[src/usb_obs_pkg.sv]
// package: register map, field positions and types for the usb packet observe block
package usb_obs_pkg;

    // register byte offsets
    localparam logic [7:0] OFF_LAST_PID   = 8'h2c;
    localparam logic [7:0] OFF_LAST_EP    = 8'h30;
    localparam logic [7:0] OFF_EP_MARK    = 8'h34;
    localparam logic [7:0] OFF_OTG_MASK   = 8'h38;
    localparam logic [7:0] OFF_PWR_SIG    = 8'h3c;
    localparam logic [7:0] OFF_PHY_CTRL   = 8'h40;
    localparam logic [7:0] OFF_IRQ_STAT   = 8'h44;
    localparam logic [7:0] OFF_IRQ_MASK   = 8'h48;

    // field positions
    localparam int EP_VALID_BIT     = 4;
    localparam int PWR_VALID_BIT    = 8;
    localparam int PHY_PD_DIS_BIT   = 18;
    localparam int PHY_RES_SE0_BIT  = 13;
    localparam int PHY_RES_K_BIT    = 12;
    localparam int PHY_FILT_LSB     = 8;
    localparam int PHY_AUTO_RES_BIT = 7;
    localparam int PHY_CONF_LSB     = 4;
    localparam int IRQ_PKT_BIT      = 0;
    localparam int IRQ_RESUME_BIT   = 1;
    localparam int IRQ_BITS         = 2;

    // reset values
    localparam logic [31:0] RST_ZERO = 32'h0000_0000;

    // marked endpoints carry this value or-ed in
    localparam logic [4:0] EP_MARK_OR = 5'h10;

    // line state codes
    localparam logic [1:0] LS_SE0 = 2'h0;
    localparam logic [1:0] LS_K   = 2'h2;

    // line state filter counter width, enough for 2^15 clocks
    localparam int FILT_CNT_W = 16;

    // one received packet as reported by the receive path
    typedef struct packed {
        logic       valid;   // one-cycle strobe
        logic [3:0] pid;
        logic [3:0] ep;
        logic       has_ep;  // packet carried an endpoint field
    } pkt_info_t;

    // controls driven to the transceiver
    typedef struct packed {
        logic       pulldown_dis;
        logic [2:0] config_pins;
    } phy_pins_t;

endpackage

[src/usb_packet_observe_phy_control.sv]
// usb interface module: packet observe registers and phy control, ahb-lite slave
//
// Contract
// - pid of every received packet is captured into a 4-bit read-only field.
// - endpoint number of the latest received packet is stored read-only.
// - bit 4 of endpoint register flags that endpoint field holds valid value.
// - 16-bit writable endpoint mark mask, one bit per endpoint, resets zero.
// - marked endpoint appears on receive port or-ed with 0x10.
// - phy control bit 18 set disables pulldowns on both wide data ports.
// - auto-resume by se0 reset sets phy control bit 13.
// - auto-resume by k-state sets phy control bit 12.
// - line state change passes only after 2^N stable clocks, N in bits 11:8.
// - bit 7 set lets suspend controller resume from suspend automatically.
// - bits 6:4 drive the three transceiver config pins directly.
//
// Implementation choice: the AHB-Lite register port.
`timescale 1ns/100ps

module usb_packet_observe_phy_control
    import usb_obs_pkg::*;
(
    // clock and reset
    input  wire logic            hclk,
    input  wire logic            hresetn,
    // ahb-lite slave
    input  wire logic            hsel,
    input  wire logic [31:0]     haddr,
    input  wire logic [1:0]      htrans,
    input  wire logic            hwrite,
    input  wire logic [2:0]      hsize,
    input  wire logic [31:0]     hwdata,
    input  wire logic            hready,
    output logic                 hreadyout,
    output logic                 hresp,
    output logic [31:0]          hrdata,
    // receive path, same clock
    input  wire pkt_info_t       pkt_in,
    output logic [4:0]           rx_port_ep,
    // transceiver side
    input  wire logic [1:0]      phy_linestate,
    output phy_pins_t            phy_pins,
    output logic [1:0]           linestate_filt,
    // suspend controller
    input  wire logic            suspend_active,
    output logic                 resume_req,
    // misc stores
    output logic [31:0]          otg_flag_mask,
    output logic [7:0]           power_sig_data,
    output logic                 power_sig_valid,
    // interrupt
    output logic                 irq
);

    // register state
    logic [3:0]            pid_r;
    logic [3:0]            ep_r;
    logic                  ep_valid_r;
    logic [15:0]           ep_mark_r;
    logic [31:0]           otg_mask_r;
    logic [7:0]            pwr_data_r;
    logic                  pwr_valid_r;
    logic                  pd_dis_r;
    logic                  res_se0_r;
    logic                  res_k_r;
    logic [3:0]            filt_log2_r;
    logic                  auto_res_r;
    logic [2:0]            conf_r;
    logic [IRQ_BITS-1:0]   irq_stat_r;
    logic [IRQ_BITS-1:0]   irq_mask_r;
    logic [4:0]            rx_ep_r;

    // bus data phase
    logic                  dp_wr_r;
    logic [7:0]            dp_addr_r;
    logic                  addr_ok;

    // line state path
    logic [1:0]            ls_meta_r;
    logic [1:0]            ls_sync_r;
    logic [1:0]            ls_prev_r;
    logic [1:0]            ls_filt_r;
    logic [FILT_CNT_W-1:0] filt_cnt_r;
    logic [FILT_CNT_W-1:0] filt_lim;
    logic                  filt_upd;
    logic                  resume_ev;
    logic                  resume_r;

    // single-word zero-wait slave, always okay
    assign addr_ok   = hsel & hready & htrans[1];
    assign hreadyout = 1'b1;
    assign hresp     = 1'b0;

    // address phase captured; reads and writes both use it in the data phase
    always_ff @(posedge hclk or negedge hresetn) begin
        if (!hresetn) begin
            dp_wr_r   <= 1'b0;
            dp_addr_r <= 8'h00;
        end else if (hready) begin
            dp_wr_r   <= addr_ok & hwrite;
            dp_addr_r <= addr_ok ? {haddr[7:2], 2'b00} : 8'h00;
        end
    end

    // read mux over flops; unmapped and reserved bits read zero
    always_comb begin
        hrdata = RST_ZERO;
        case (dp_addr_r)
            OFF_LAST_PID: hrdata[3:0] = pid_r;
            OFF_LAST_EP:  hrdata[4:0] = {ep_valid_r, ep_r};
            OFF_EP_MARK:  hrdata[15:0] = ep_mark_r;
            OFF_OTG_MASK: hrdata = otg_mask_r;
            OFF_PWR_SIG:  hrdata[PWR_VALID_BIT:0] = {pwr_valid_r, pwr_data_r};
            OFF_PHY_CTRL: begin
                hrdata[PHY_PD_DIS_BIT]                = pd_dis_r;
                hrdata[PHY_RES_SE0_BIT]               = res_se0_r;
                hrdata[PHY_RES_K_BIT]                 = res_k_r;
                hrdata[PHY_FILT_LSB+3:PHY_FILT_LSB]   = filt_log2_r;
                hrdata[PHY_AUTO_RES_BIT]              = auto_res_r;
                hrdata[PHY_CONF_LSB+2:PHY_CONF_LSB]   = conf_r;
            end
            OFF_IRQ_STAT: hrdata[IRQ_BITS-1:0] = irq_stat_r;
            OFF_IRQ_MASK: hrdata[IRQ_BITS-1:0] = irq_mask_r;
            default:      hrdata = RST_ZERO;
        endcase
    end

    // packet capture; endpoint only updates when the packet carried one
    always_ff @(posedge hclk or negedge hresetn) begin
        if (!hresetn) begin
            pid_r      <= 4'h0;
            ep_r       <= 4'h0;
            ep_valid_r <= 1'b0;
            rx_ep_r    <= 5'h00;
        end else if (pkt_in.valid) begin
            pid_r      <= pkt_in.pid;
            ep_valid_r <= pkt_in.has_ep;
            if (pkt_in.has_ep) begin
                ep_r    <= pkt_in.ep;
                rx_ep_r <= ep_mark_r[pkt_in.ep] ? ({1'b0, pkt_in.ep} | EP_MARK_OR)
                                                : {1'b0, pkt_in.ep};
            end
        end
    end

    // plain software stores; reserved bits never stored
    always_ff @(posedge hclk or negedge hresetn) begin
        if (!hresetn) begin
            ep_mark_r   <= 16'h0000;
            otg_mask_r  <= RST_ZERO;
            pwr_data_r  <= 8'h00;
            pwr_valid_r <= 1'b0;
            pd_dis_r    <= 1'b0;
            filt_log2_r <= 4'h0;
            auto_res_r  <= 1'b0;
            conf_r      <= 3'h0;
            irq_mask_r  <= '0;
        end else if (dp_wr_r) begin
            case (dp_addr_r)
                OFF_EP_MARK:  ep_mark_r <= hwdata[15:0];
                OFF_OTG_MASK: otg_mask_r <= hwdata;
                OFF_PWR_SIG: begin
                    pwr_data_r  <= hwdata[7:0];
                    pwr_valid_r <= hwdata[PWR_VALID_BIT];
                end
                OFF_PHY_CTRL: begin
                    pd_dis_r    <= hwdata[PHY_PD_DIS_BIT];
                    filt_log2_r <= hwdata[PHY_FILT_LSB+3:PHY_FILT_LSB];
                    auto_res_r  <= hwdata[PHY_AUTO_RES_BIT];
                    conf_r      <= hwdata[PHY_CONF_LSB+2:PHY_CONF_LSB];
                end
                OFF_IRQ_MASK: irq_mask_r <= hwdata[IRQ_BITS-1:0];
                default: ;
            endcase
        end
    end

    // line state pins cross into hclk through two flops
    always_ff @(posedge hclk or negedge hresetn) begin
        if (!hresetn) begin
            ls_meta_r <= 2'h0;
            ls_sync_r <= 2'h0;
            ls_prev_r <= 2'h0;
        end else begin
            ls_meta_r <= phy_linestate;
            ls_sync_r <= ls_meta_r;
            ls_prev_r <= ls_sync_r;
        end
    end

    // new state must hold 2^N clocks before it is passed on
    assign filt_lim = (FILT_CNT_W'(1) << filt_log2_r) - FILT_CNT_W'(1);
    assign filt_upd = (ls_sync_r == ls_prev_r) && (ls_sync_r != ls_filt_r)
                      && (filt_cnt_r >= filt_lim);

    always_ff @(posedge hclk or negedge hresetn) begin
        if (!hresetn) begin
            filt_cnt_r <= '0;
            ls_filt_r  <= 2'h0;
        end else if (ls_sync_r != ls_prev_r || ls_sync_r == ls_filt_r) begin
            filt_cnt_r <= '0;
        end else if (filt_upd) begin
            ls_filt_r  <= ls_sync_r;
            filt_cnt_r <= '0;
        end else begin
            filt_cnt_r <= filt_cnt_r + FILT_CNT_W'(1);
        end
    end

    // wake-up seen on the filtered state while suspended and auto mode on
    assign resume_ev = filt_upd & suspend_active & auto_res_r
                       & (ls_sync_r == LS_SE0 || ls_sync_r == LS_K);

    always_ff @(posedge hclk or negedge hresetn) begin
        if (!hresetn) begin
            resume_r <= 1'b0;
        end else begin
            resume_r <= resume_ev;
        end
    end

    // cause bits: hardware set beats a software clear in the same cycle
    always_ff @(posedge hclk or negedge hresetn) begin
        if (!hresetn) begin
            res_se0_r <= 1'b0;
            res_k_r   <= 1'b0;
        end else begin
            if (resume_ev && ls_sync_r == LS_SE0) begin
                res_se0_r <= 1'b1;
            end else if (dp_wr_r && dp_addr_r == OFF_PHY_CTRL && !hwdata[PHY_RES_SE0_BIT]) begin
                res_se0_r <= 1'b0;
            end
            if (resume_ev && ls_sync_r == LS_K) begin
                res_k_r <= 1'b1;
            end else if (dp_wr_r && dp_addr_r == OFF_PHY_CTRL && !hwdata[PHY_RES_K_BIT]) begin
                res_k_r <= 1'b0;
            end
        end
    end

    // sticky interrupt status, write one to clear, set wins
    always_ff @(posedge hclk or negedge hresetn) begin
        if (!hresetn) begin
            irq_stat_r <= '0;
        end else begin
            for (int i = 0; i < IRQ_BITS; i++) begin
                if ((i == IRQ_PKT_BIT && pkt_in.valid) || (i == IRQ_RESUME_BIT && resume_ev)) begin
                    irq_stat_r[i] <= 1'b1;
                end else if (dp_wr_r && dp_addr_r == OFF_IRQ_STAT && hwdata[i]) begin
                    irq_stat_r[i] <= 1'b0;
                end
            end
        end
    end

    // outputs straight from flops, except irq, which is the or of the status flops gated by the mask flops
    assign rx_port_ep            = rx_ep_r;
    assign phy_pins.pulldown_dis = pd_dis_r;
    assign phy_pins.config_pins  = conf_r;
    assign linestate_filt        = ls_filt_r;
    assign resume_req            = resume_r;
    assign otg_flag_mask         = otg_mask_r;
    assign power_sig_data        = pwr_data_r;
    assign power_sig_valid       = pwr_valid_r;
    assign irq                   = |(irq_stat_r & irq_mask_r);

    // checks
    property p_pid_cap;
        @(posedge hclk) disable iff (!hresetn)
        pkt_in.valid |=> pid_r == $past(pkt_in.pid);
    endproperty
    a_pid_cap: assert property (p_pid_cap) else $error("pid not captured");

    property p_ep_cap;
        @(posedge hclk) disable iff (!hresetn)
        pkt_in.valid && pkt_in.has_ep |=> ep_r == $past(pkt_in.ep) && ep_valid_r;
    endproperty
    a_ep_cap: assert property (p_ep_cap) else $error("endpoint not captured");

    property p_ep_invalid;
        @(posedge hclk) disable iff (!hresetn)
        pkt_in.valid && !pkt_in.has_ep |=> !ep_valid_r;
    endproperty
    a_ep_invalid: assert property (p_ep_invalid) else $error("valid bit stuck");

    property p_mark_or;
        @(posedge hclk) disable iff (!hresetn)
        pkt_in.valid && pkt_in.has_ep |=> rx_port_ep[4] == $past(ep_mark_r[pkt_in.ep])
            && rx_port_ep[3:0] == $past(pkt_in.ep);
    endproperty
    a_mark_or: assert property (p_mark_or) else $error("mark tag wrong");

    property p_pd_dis;
        @(posedge hclk) disable iff (!hresetn)
        dp_wr_r && dp_addr_r == OFF_PHY_CTRL |=> phy_pins.pulldown_dis == $past(hwdata[18])
            && phy_pins.config_pins == $past(hwdata[PHY_CONF_LSB+2:PHY_CONF_LSB]);
    endproperty
    a_pd_dis: assert property (p_pd_dis) else $error("pulldown control wrong");

    property p_se0_cause;
        @(posedge hclk) disable iff (!hresetn)
        resume_ev && ls_sync_r == LS_SE0 |=> res_se0_r && resume_req;
    endproperty
    a_se0_cause: assert property (p_se0_cause) else $error("se0 cause not set");

    property p_k_cause;
        @(posedge hclk) disable iff (!hresetn)
        resume_ev && ls_sync_r == LS_K |=> res_k_r && resume_req;
    endproperty
    a_k_cause: assert property (p_k_cause) else $error("k cause not set");

    property p_cause_hold;
        @(posedge hclk) disable iff (!hresetn)
        res_k_r && !(dp_wr_r && dp_addr_r == OFF_PHY_CTRL) |=> res_k_r;
    endproperty
    a_cause_hold: assert property (p_cause_hold) else $error("cause bit lost");

    property p_filt_hold;
        @(posedge hclk) disable iff (!hresetn)
        ls_filt_r != $past(ls_filt_r) |-> $past(ls_sync_r) == ls_filt_r
            && $past(filt_cnt_r) >= $past(filt_lim);
    endproperty
    a_filt_hold: assert property (p_filt_hold) else $error("line state passed early");

    property p_no_auto;
        @(posedge hclk) disable iff (!hresetn)
        !auto_res_r |=> !resume_req;
    endproperty
    a_no_auto: assert property (p_no_auto) else $error("resume without auto mode");

    property p_rsvd;
        @(posedge hclk) disable iff (!hresetn)
        dp_addr_r == OFF_PHY_CTRL |-> hrdata[31:19] == 13'h0000 && hrdata[17:14] == 4'h0
            && hrdata[3:0] == 4'h0;
    endproperty
    a_rsvd: assert property (p_rsvd) else $error("reserved bits not zero");

endmodule

[config.mk]
export PLATFORM = sky130hd
export DESIGN_NAME = usb_packet_observe_phy_control
export DESIGN_NICKNAME = d
export VERILOG_FILES = /design/src/usb_obs_pkg.sv /design/src/usb_packet_observe_phy_control.sv
export SDC_FILE = /design/constraint.sdc
export NUM_CORES = 1
export LEC_CHECK = 0
export ABC_AREA = 0
export CORE_ASPECT_RATIO = 0.5
export CORE_UTILIZATION = 38
export CTS_BUF_LIST = sky130_fd_sc_hd__clkbuf_16
export DETAILED_ROUTE_END_ITERATION = 16
export DONT_BUFFER_PORTS = 1
export PLACE_DENSITY_LB_ADDON = 0.05
export SETUP_SLACK_MARGIN = 0.1
export SLEW_MARGIN = 30
export SYNTH_ARGS = -nofsm -noshare
export SYNTH_HDL_FRONTEND = slang
export SYNTH_SLANG_ARGS = --single-unit
[constraint.sdc]
create_clock -name hclk -period 4.63 [get_ports hclk]
set_input_delay 0.926 -clock hclk [delete_from_list [all_inputs] [get_ports hclk]]
set_output_delay 0.926 -clock hclk [all_outputs]
set_load 0.005 [all_outputs]
==> flow_results.org <==
** Outcome
- Result of the run :: finished clean

** Finish
- Footprint of the flip-flops and latches :: 0.00285 mm²
- Multi-input logic area :: 0.00258 mm²
- Cells fill 43.9% of the core in the end.
- Compared with the post-synthesis result, the final layout area differs by 12.6%.
- Final nets :: 580
- 0 antenna diodes ended up in the layout.
- Layout cells sized above 1 :: 25.6%
- Fill cells in the final layout number 1349.

** Detailed routing
- Average via count per standard cell :: 5.51
- Post-detailed-route count of antenna-violating nets :: 0
- After detailed routing, the average wire length per cell comes to 20.2 µm.
- Total iterations of the first detailed-routing run :: 4
- Final wirelength :: 13900 µm
- The detailed router finished its first iteration with 205 violations.
- The routed layout has 3780 vias.
- DRC viols :: 0

** Synth
- Synth Area in Simple Gates :: 11.2%
- After synthesis, flip-flops and latches occupy 50.6% of the total area.
- Post-synthesis xor/xnor area fraction :: 3.10%
- A synthesized cell averages 11.8 µm².
- Most instantiated library cell after synthesis :: sky130_fd_sc_hd__dfrtp_1
- In the synthesized netlist, the number of instances is 478.
- Combinational family with the most area after synthesis :: multiplexers
- Counting flops with a built-in enable in the synthesized netlist gives 0.
- Ys async rst share :: 100%
- Compound-cell area share of the yosys netlist :: 8.20%
- The netlist uses 48 different library cells.
- Post-synth top flop :: sky130_fd_sc_hd__dfrtp_1
- Measured against the total synthesized area, the mux share comes to 19.1%.
- Top area cells in the synthesized netlist :: sky130_fd_sc_hd__dfrtp_1, sky130_fd_sc_hd__mux2_2, sky130_fd_sc_hd__ha_1, sky130_fd_sc_hd__mux4_2, sky130_fd_sc_hd__nor2_1
- During synthesis, Yosys emitted a total of 0 warnings.
- By count the netlist is led by sky130_fd_sc_hd__dfrtp_1, sky130_fd_sc_hd__mux2_2, sky130_fd_sc_hd__nor2_1.
- In this run the biggest area consumer among cell types represents 50.6% of the synthesized area.
- Post-Synth Adder-Cell Area :: 3.99%
- Register bit count reported by yosys :: 114
- Top cell type by total area after synthesis :: sky130_fd_sc_hd__dfrtp_1
- After synthesis the cells add up to 0.00564 mm².

** Clock tree
- The tree is rooted in a sky130_fd_sc_hd__clkbuf_16.
- Post-cts repair resize count :: 0
- Clock tree synthesis inserted a total of 17 buffers.
- Setup Fix Bufs, Post-CTS :: 0
- Clock latency on the worst-skew pair, taken at its later pin, is 0.41 ns.
- Number of buffers on the longest clock path :: 2
- Hold repair after CTS inserted 0 buffers.
- H-tree depth :: 4
- TritonCTS built the clock tree.
- After clock tree synthesis, the clock-pin slew on the worst setup and hold paths is 0.06 ns.
- Clock sinks :: 114

** Floorplanning
- I/O Pins :: 175
- Once the floorplan was initialized, standard cells occupied 39.0% of the core.
- In this run the vertical extent of the chip is 88.2 µm.
- The floorplan step defined a die boundary enclosing 0.0154 mm².
- The region available for standard cell placement spans 0.0145 mm².
- Site Rows :: 31
- Width of the chip :: 174 µm

** Setup path
- Type of element launching the critical path :: flop
- The worst register-to-register path begins at filt_log2_r[1].
- In this run the worst setup path begins at filt_log2_r[1].
- Required arrival time at the worst endpoint :: 4.92 ns
- In this run the worst path has a maximum fanout of 13.
- STA classifies the critical path endpoint as a flop.
- The worst setup path is of the reg -> reg kind.
- CP arrival :: 4.33 ns

** Pwr
- Summed over all nets, the switching power comes to 0.699 mW.
- Net Sw Frac :: 26.1%
- The analysis attributes to cell leakage a power of 2.71 nW.
- IR analysis of the VDD net gives a maximum drop of 263 µV.
- Combinational share of power :: 8.4%
- In this run, flip-flops and latches consume 43.5% of the power.
- Power per cell area :: 422 mW/mm²
- Of the total power, the clock network draws 48.1%.
- Internal power comes to 1.98 mW.

** STA
- Subtracting the final worst setup slack from the clock period gives 4.04 ns.
- Max Fclk :: 247 MHz
- Number of endpoints failing setup at the final stage :: 0
- Final hold viol count :: 0
- For the final database, setup skew stands at 0.00823 ns.
- Share of the clock period used by the worst path after layout :: 87.3%
- Max-Slew Margin vs Limit :: 42.3%
- Setup repair after global routing left no endpoint under its margin.
- Number of slew-limit violations in the final report :: 0
- For the final routed database, the setup TNS stands at 0 ns.
- At the pin with the least slew margin, the transition time is 0.862 ns.

** Run
- Number of max-capacitance violations reported :: 0

** Place
- Detailed placement ended at an HPWL of 9670 µm.
- Buffers placed on the I/O ports in this run total 0.
- At the end of routability-driven placement, the weighted congestion stood at 0.826.

** Hold path
- Class of the most critical hold timing path :: in -> async

** Global routing
- Maximum number of pins on one net before global-route repair :: 115
- Overall fraction of global-route tracks in use :: 18.9%
- Total global routing overflow :: 0
- Global-route wire length before repair :: 21700 µm
- Vias in the first global route :: 3903
- Number of antenna violations at the first check in global routing :: 0
==> metal layers <==
metal	wire, µm	vias up	GRT usage (%)	share of wire [%]
met2	6870	113	32.5	50
met3	917	11	6.94	6.6
met4	112	0	5.98	0.81
met5	0	-	0	0
met1	5960	1936	22.4	43
li1	-	1720	-	-
==> logic make-up after synthesis <==
family / Yosys count
simple gates: 126
flops: 114
mux: 89
compound gates: 66
buf+inv: 43
xor+xnor: 20
fa+ha+maj: 18
other cells: 2
==> worst paths after layout <==
path | to | cells after the start | slack, ns
min | filt_cnt_r[14] | 0 | 0.21
max | linestate_filt[0] | 12 | 0.59
max reg2reg | linestate_filt[0] | 12 | 0.59
max in group asynchronous | ep_mark_r[7] | 0 | 4.25
min in group hclk | ls_sync_r[0] | 0 | 0.35
min reg2reg | ls_sync_r[0] | 0 | 0.35
==> critical path, stage by stage, from the launching register on <==
cell and delay [ns]:
sky130_fd_sc_hd__dfrtp_1 0.52, sky130_fd_sc_hd__or2_2 0.39, sky130_fd_sc_hd__or3_1 0.35, sky130_fd_sc_hd__ha_1 0.32
sky130_fd_sc_hd__nor4b_1 0.31, sky130_fd_sc_hd__a21oi_1 0.07, sky130_fd_sc_hd__o22a_1 0.21, sky130_fd_sc_hd__ha_1 0.30
sky130_fd_sc_hd__nand4_1 0.12, sky130_fd_sc_hd__a211oi_1 0.23, sky130_fd_sc_hd__a32oi_1 0.17, sky130_fd_sc_hd__a21boi_1 0.52
sky130_fd_sc_hd__mux2_2 0.40
==> power groups by stage <==
stage	combinational, mW	sequential (mW)	clock [mW]
2_1_floorplan	0.227	1.12	0
3_3_place_gp	0.217	1.18	0
3_5_place_dp	0.227	1.18	0
4_1_cts	0.228	1.17	1.32
5_1_grt	0.257	1.18	1.37
6_report	0.225	1.17	1.29
==> state kept, by name, indices dropped and copies added (netlist names), 2 cells and up <==
| register | count |
|---|---|
| conf_r | 3 |
| dp_addr_r | 6 |
| ep_mark_r | 16 |
| ep_r | 3 |
| filt_cnt_r | 16 |
| filt_log2_r | 4 |
| irq_mask_r | 2 |
| irq_stat_r | 2 |
| linestate_filt | 2 |
| ls_meta_r | 2 |
| ls_prev_r | 2 |
| ls_sync_r | 2 |
| otg_flag_mask | 32 |
| pid_r | 4 |
| power_sig_data | 8 |
| rx_port_ep | 2 |
==> cell usage in the layout, fill, tap and decap left out, drive strengths merged, types with 13 or more instances in the layout <==
cell,n
dfrtp,114
a22oi,13
and2,15
nor2,34
mux2,79
clkbuf,17
ha,18
inv,21
nand3,15
nand2,34
==> metrics by stage <==
step           hold slack, ns  area, µm²  power, mW  cells  setup slack (ns)
4_1_cts                 0.195       6350       2.72    686             0.609
6_report                0.213       6350       2.68    686             0.587
3_5_place_dp            0.343       5770       1.41    654             0.615
5_1_grt                 0.189       6350       2.81    686             0.281
3_3_place_gp            0.336       5770       1.40    654             0.773
2_1_floorplan           0.331       5650       1.35    479              1.06
==> cell type report <==
cell class / count / area share [%]
Clock buffer: 17 / 6.70
Clock inverter: 15 / 2.50
Inverter: 18 / 1.06
Multi-Input combinational cell: 322 / 40.7
Sequential cell: 114 / 44.9
Tap cell: 198 / 3.90
Timing Repair Buffer: 2 / 0.236
(Power assumes the default switching activity.)
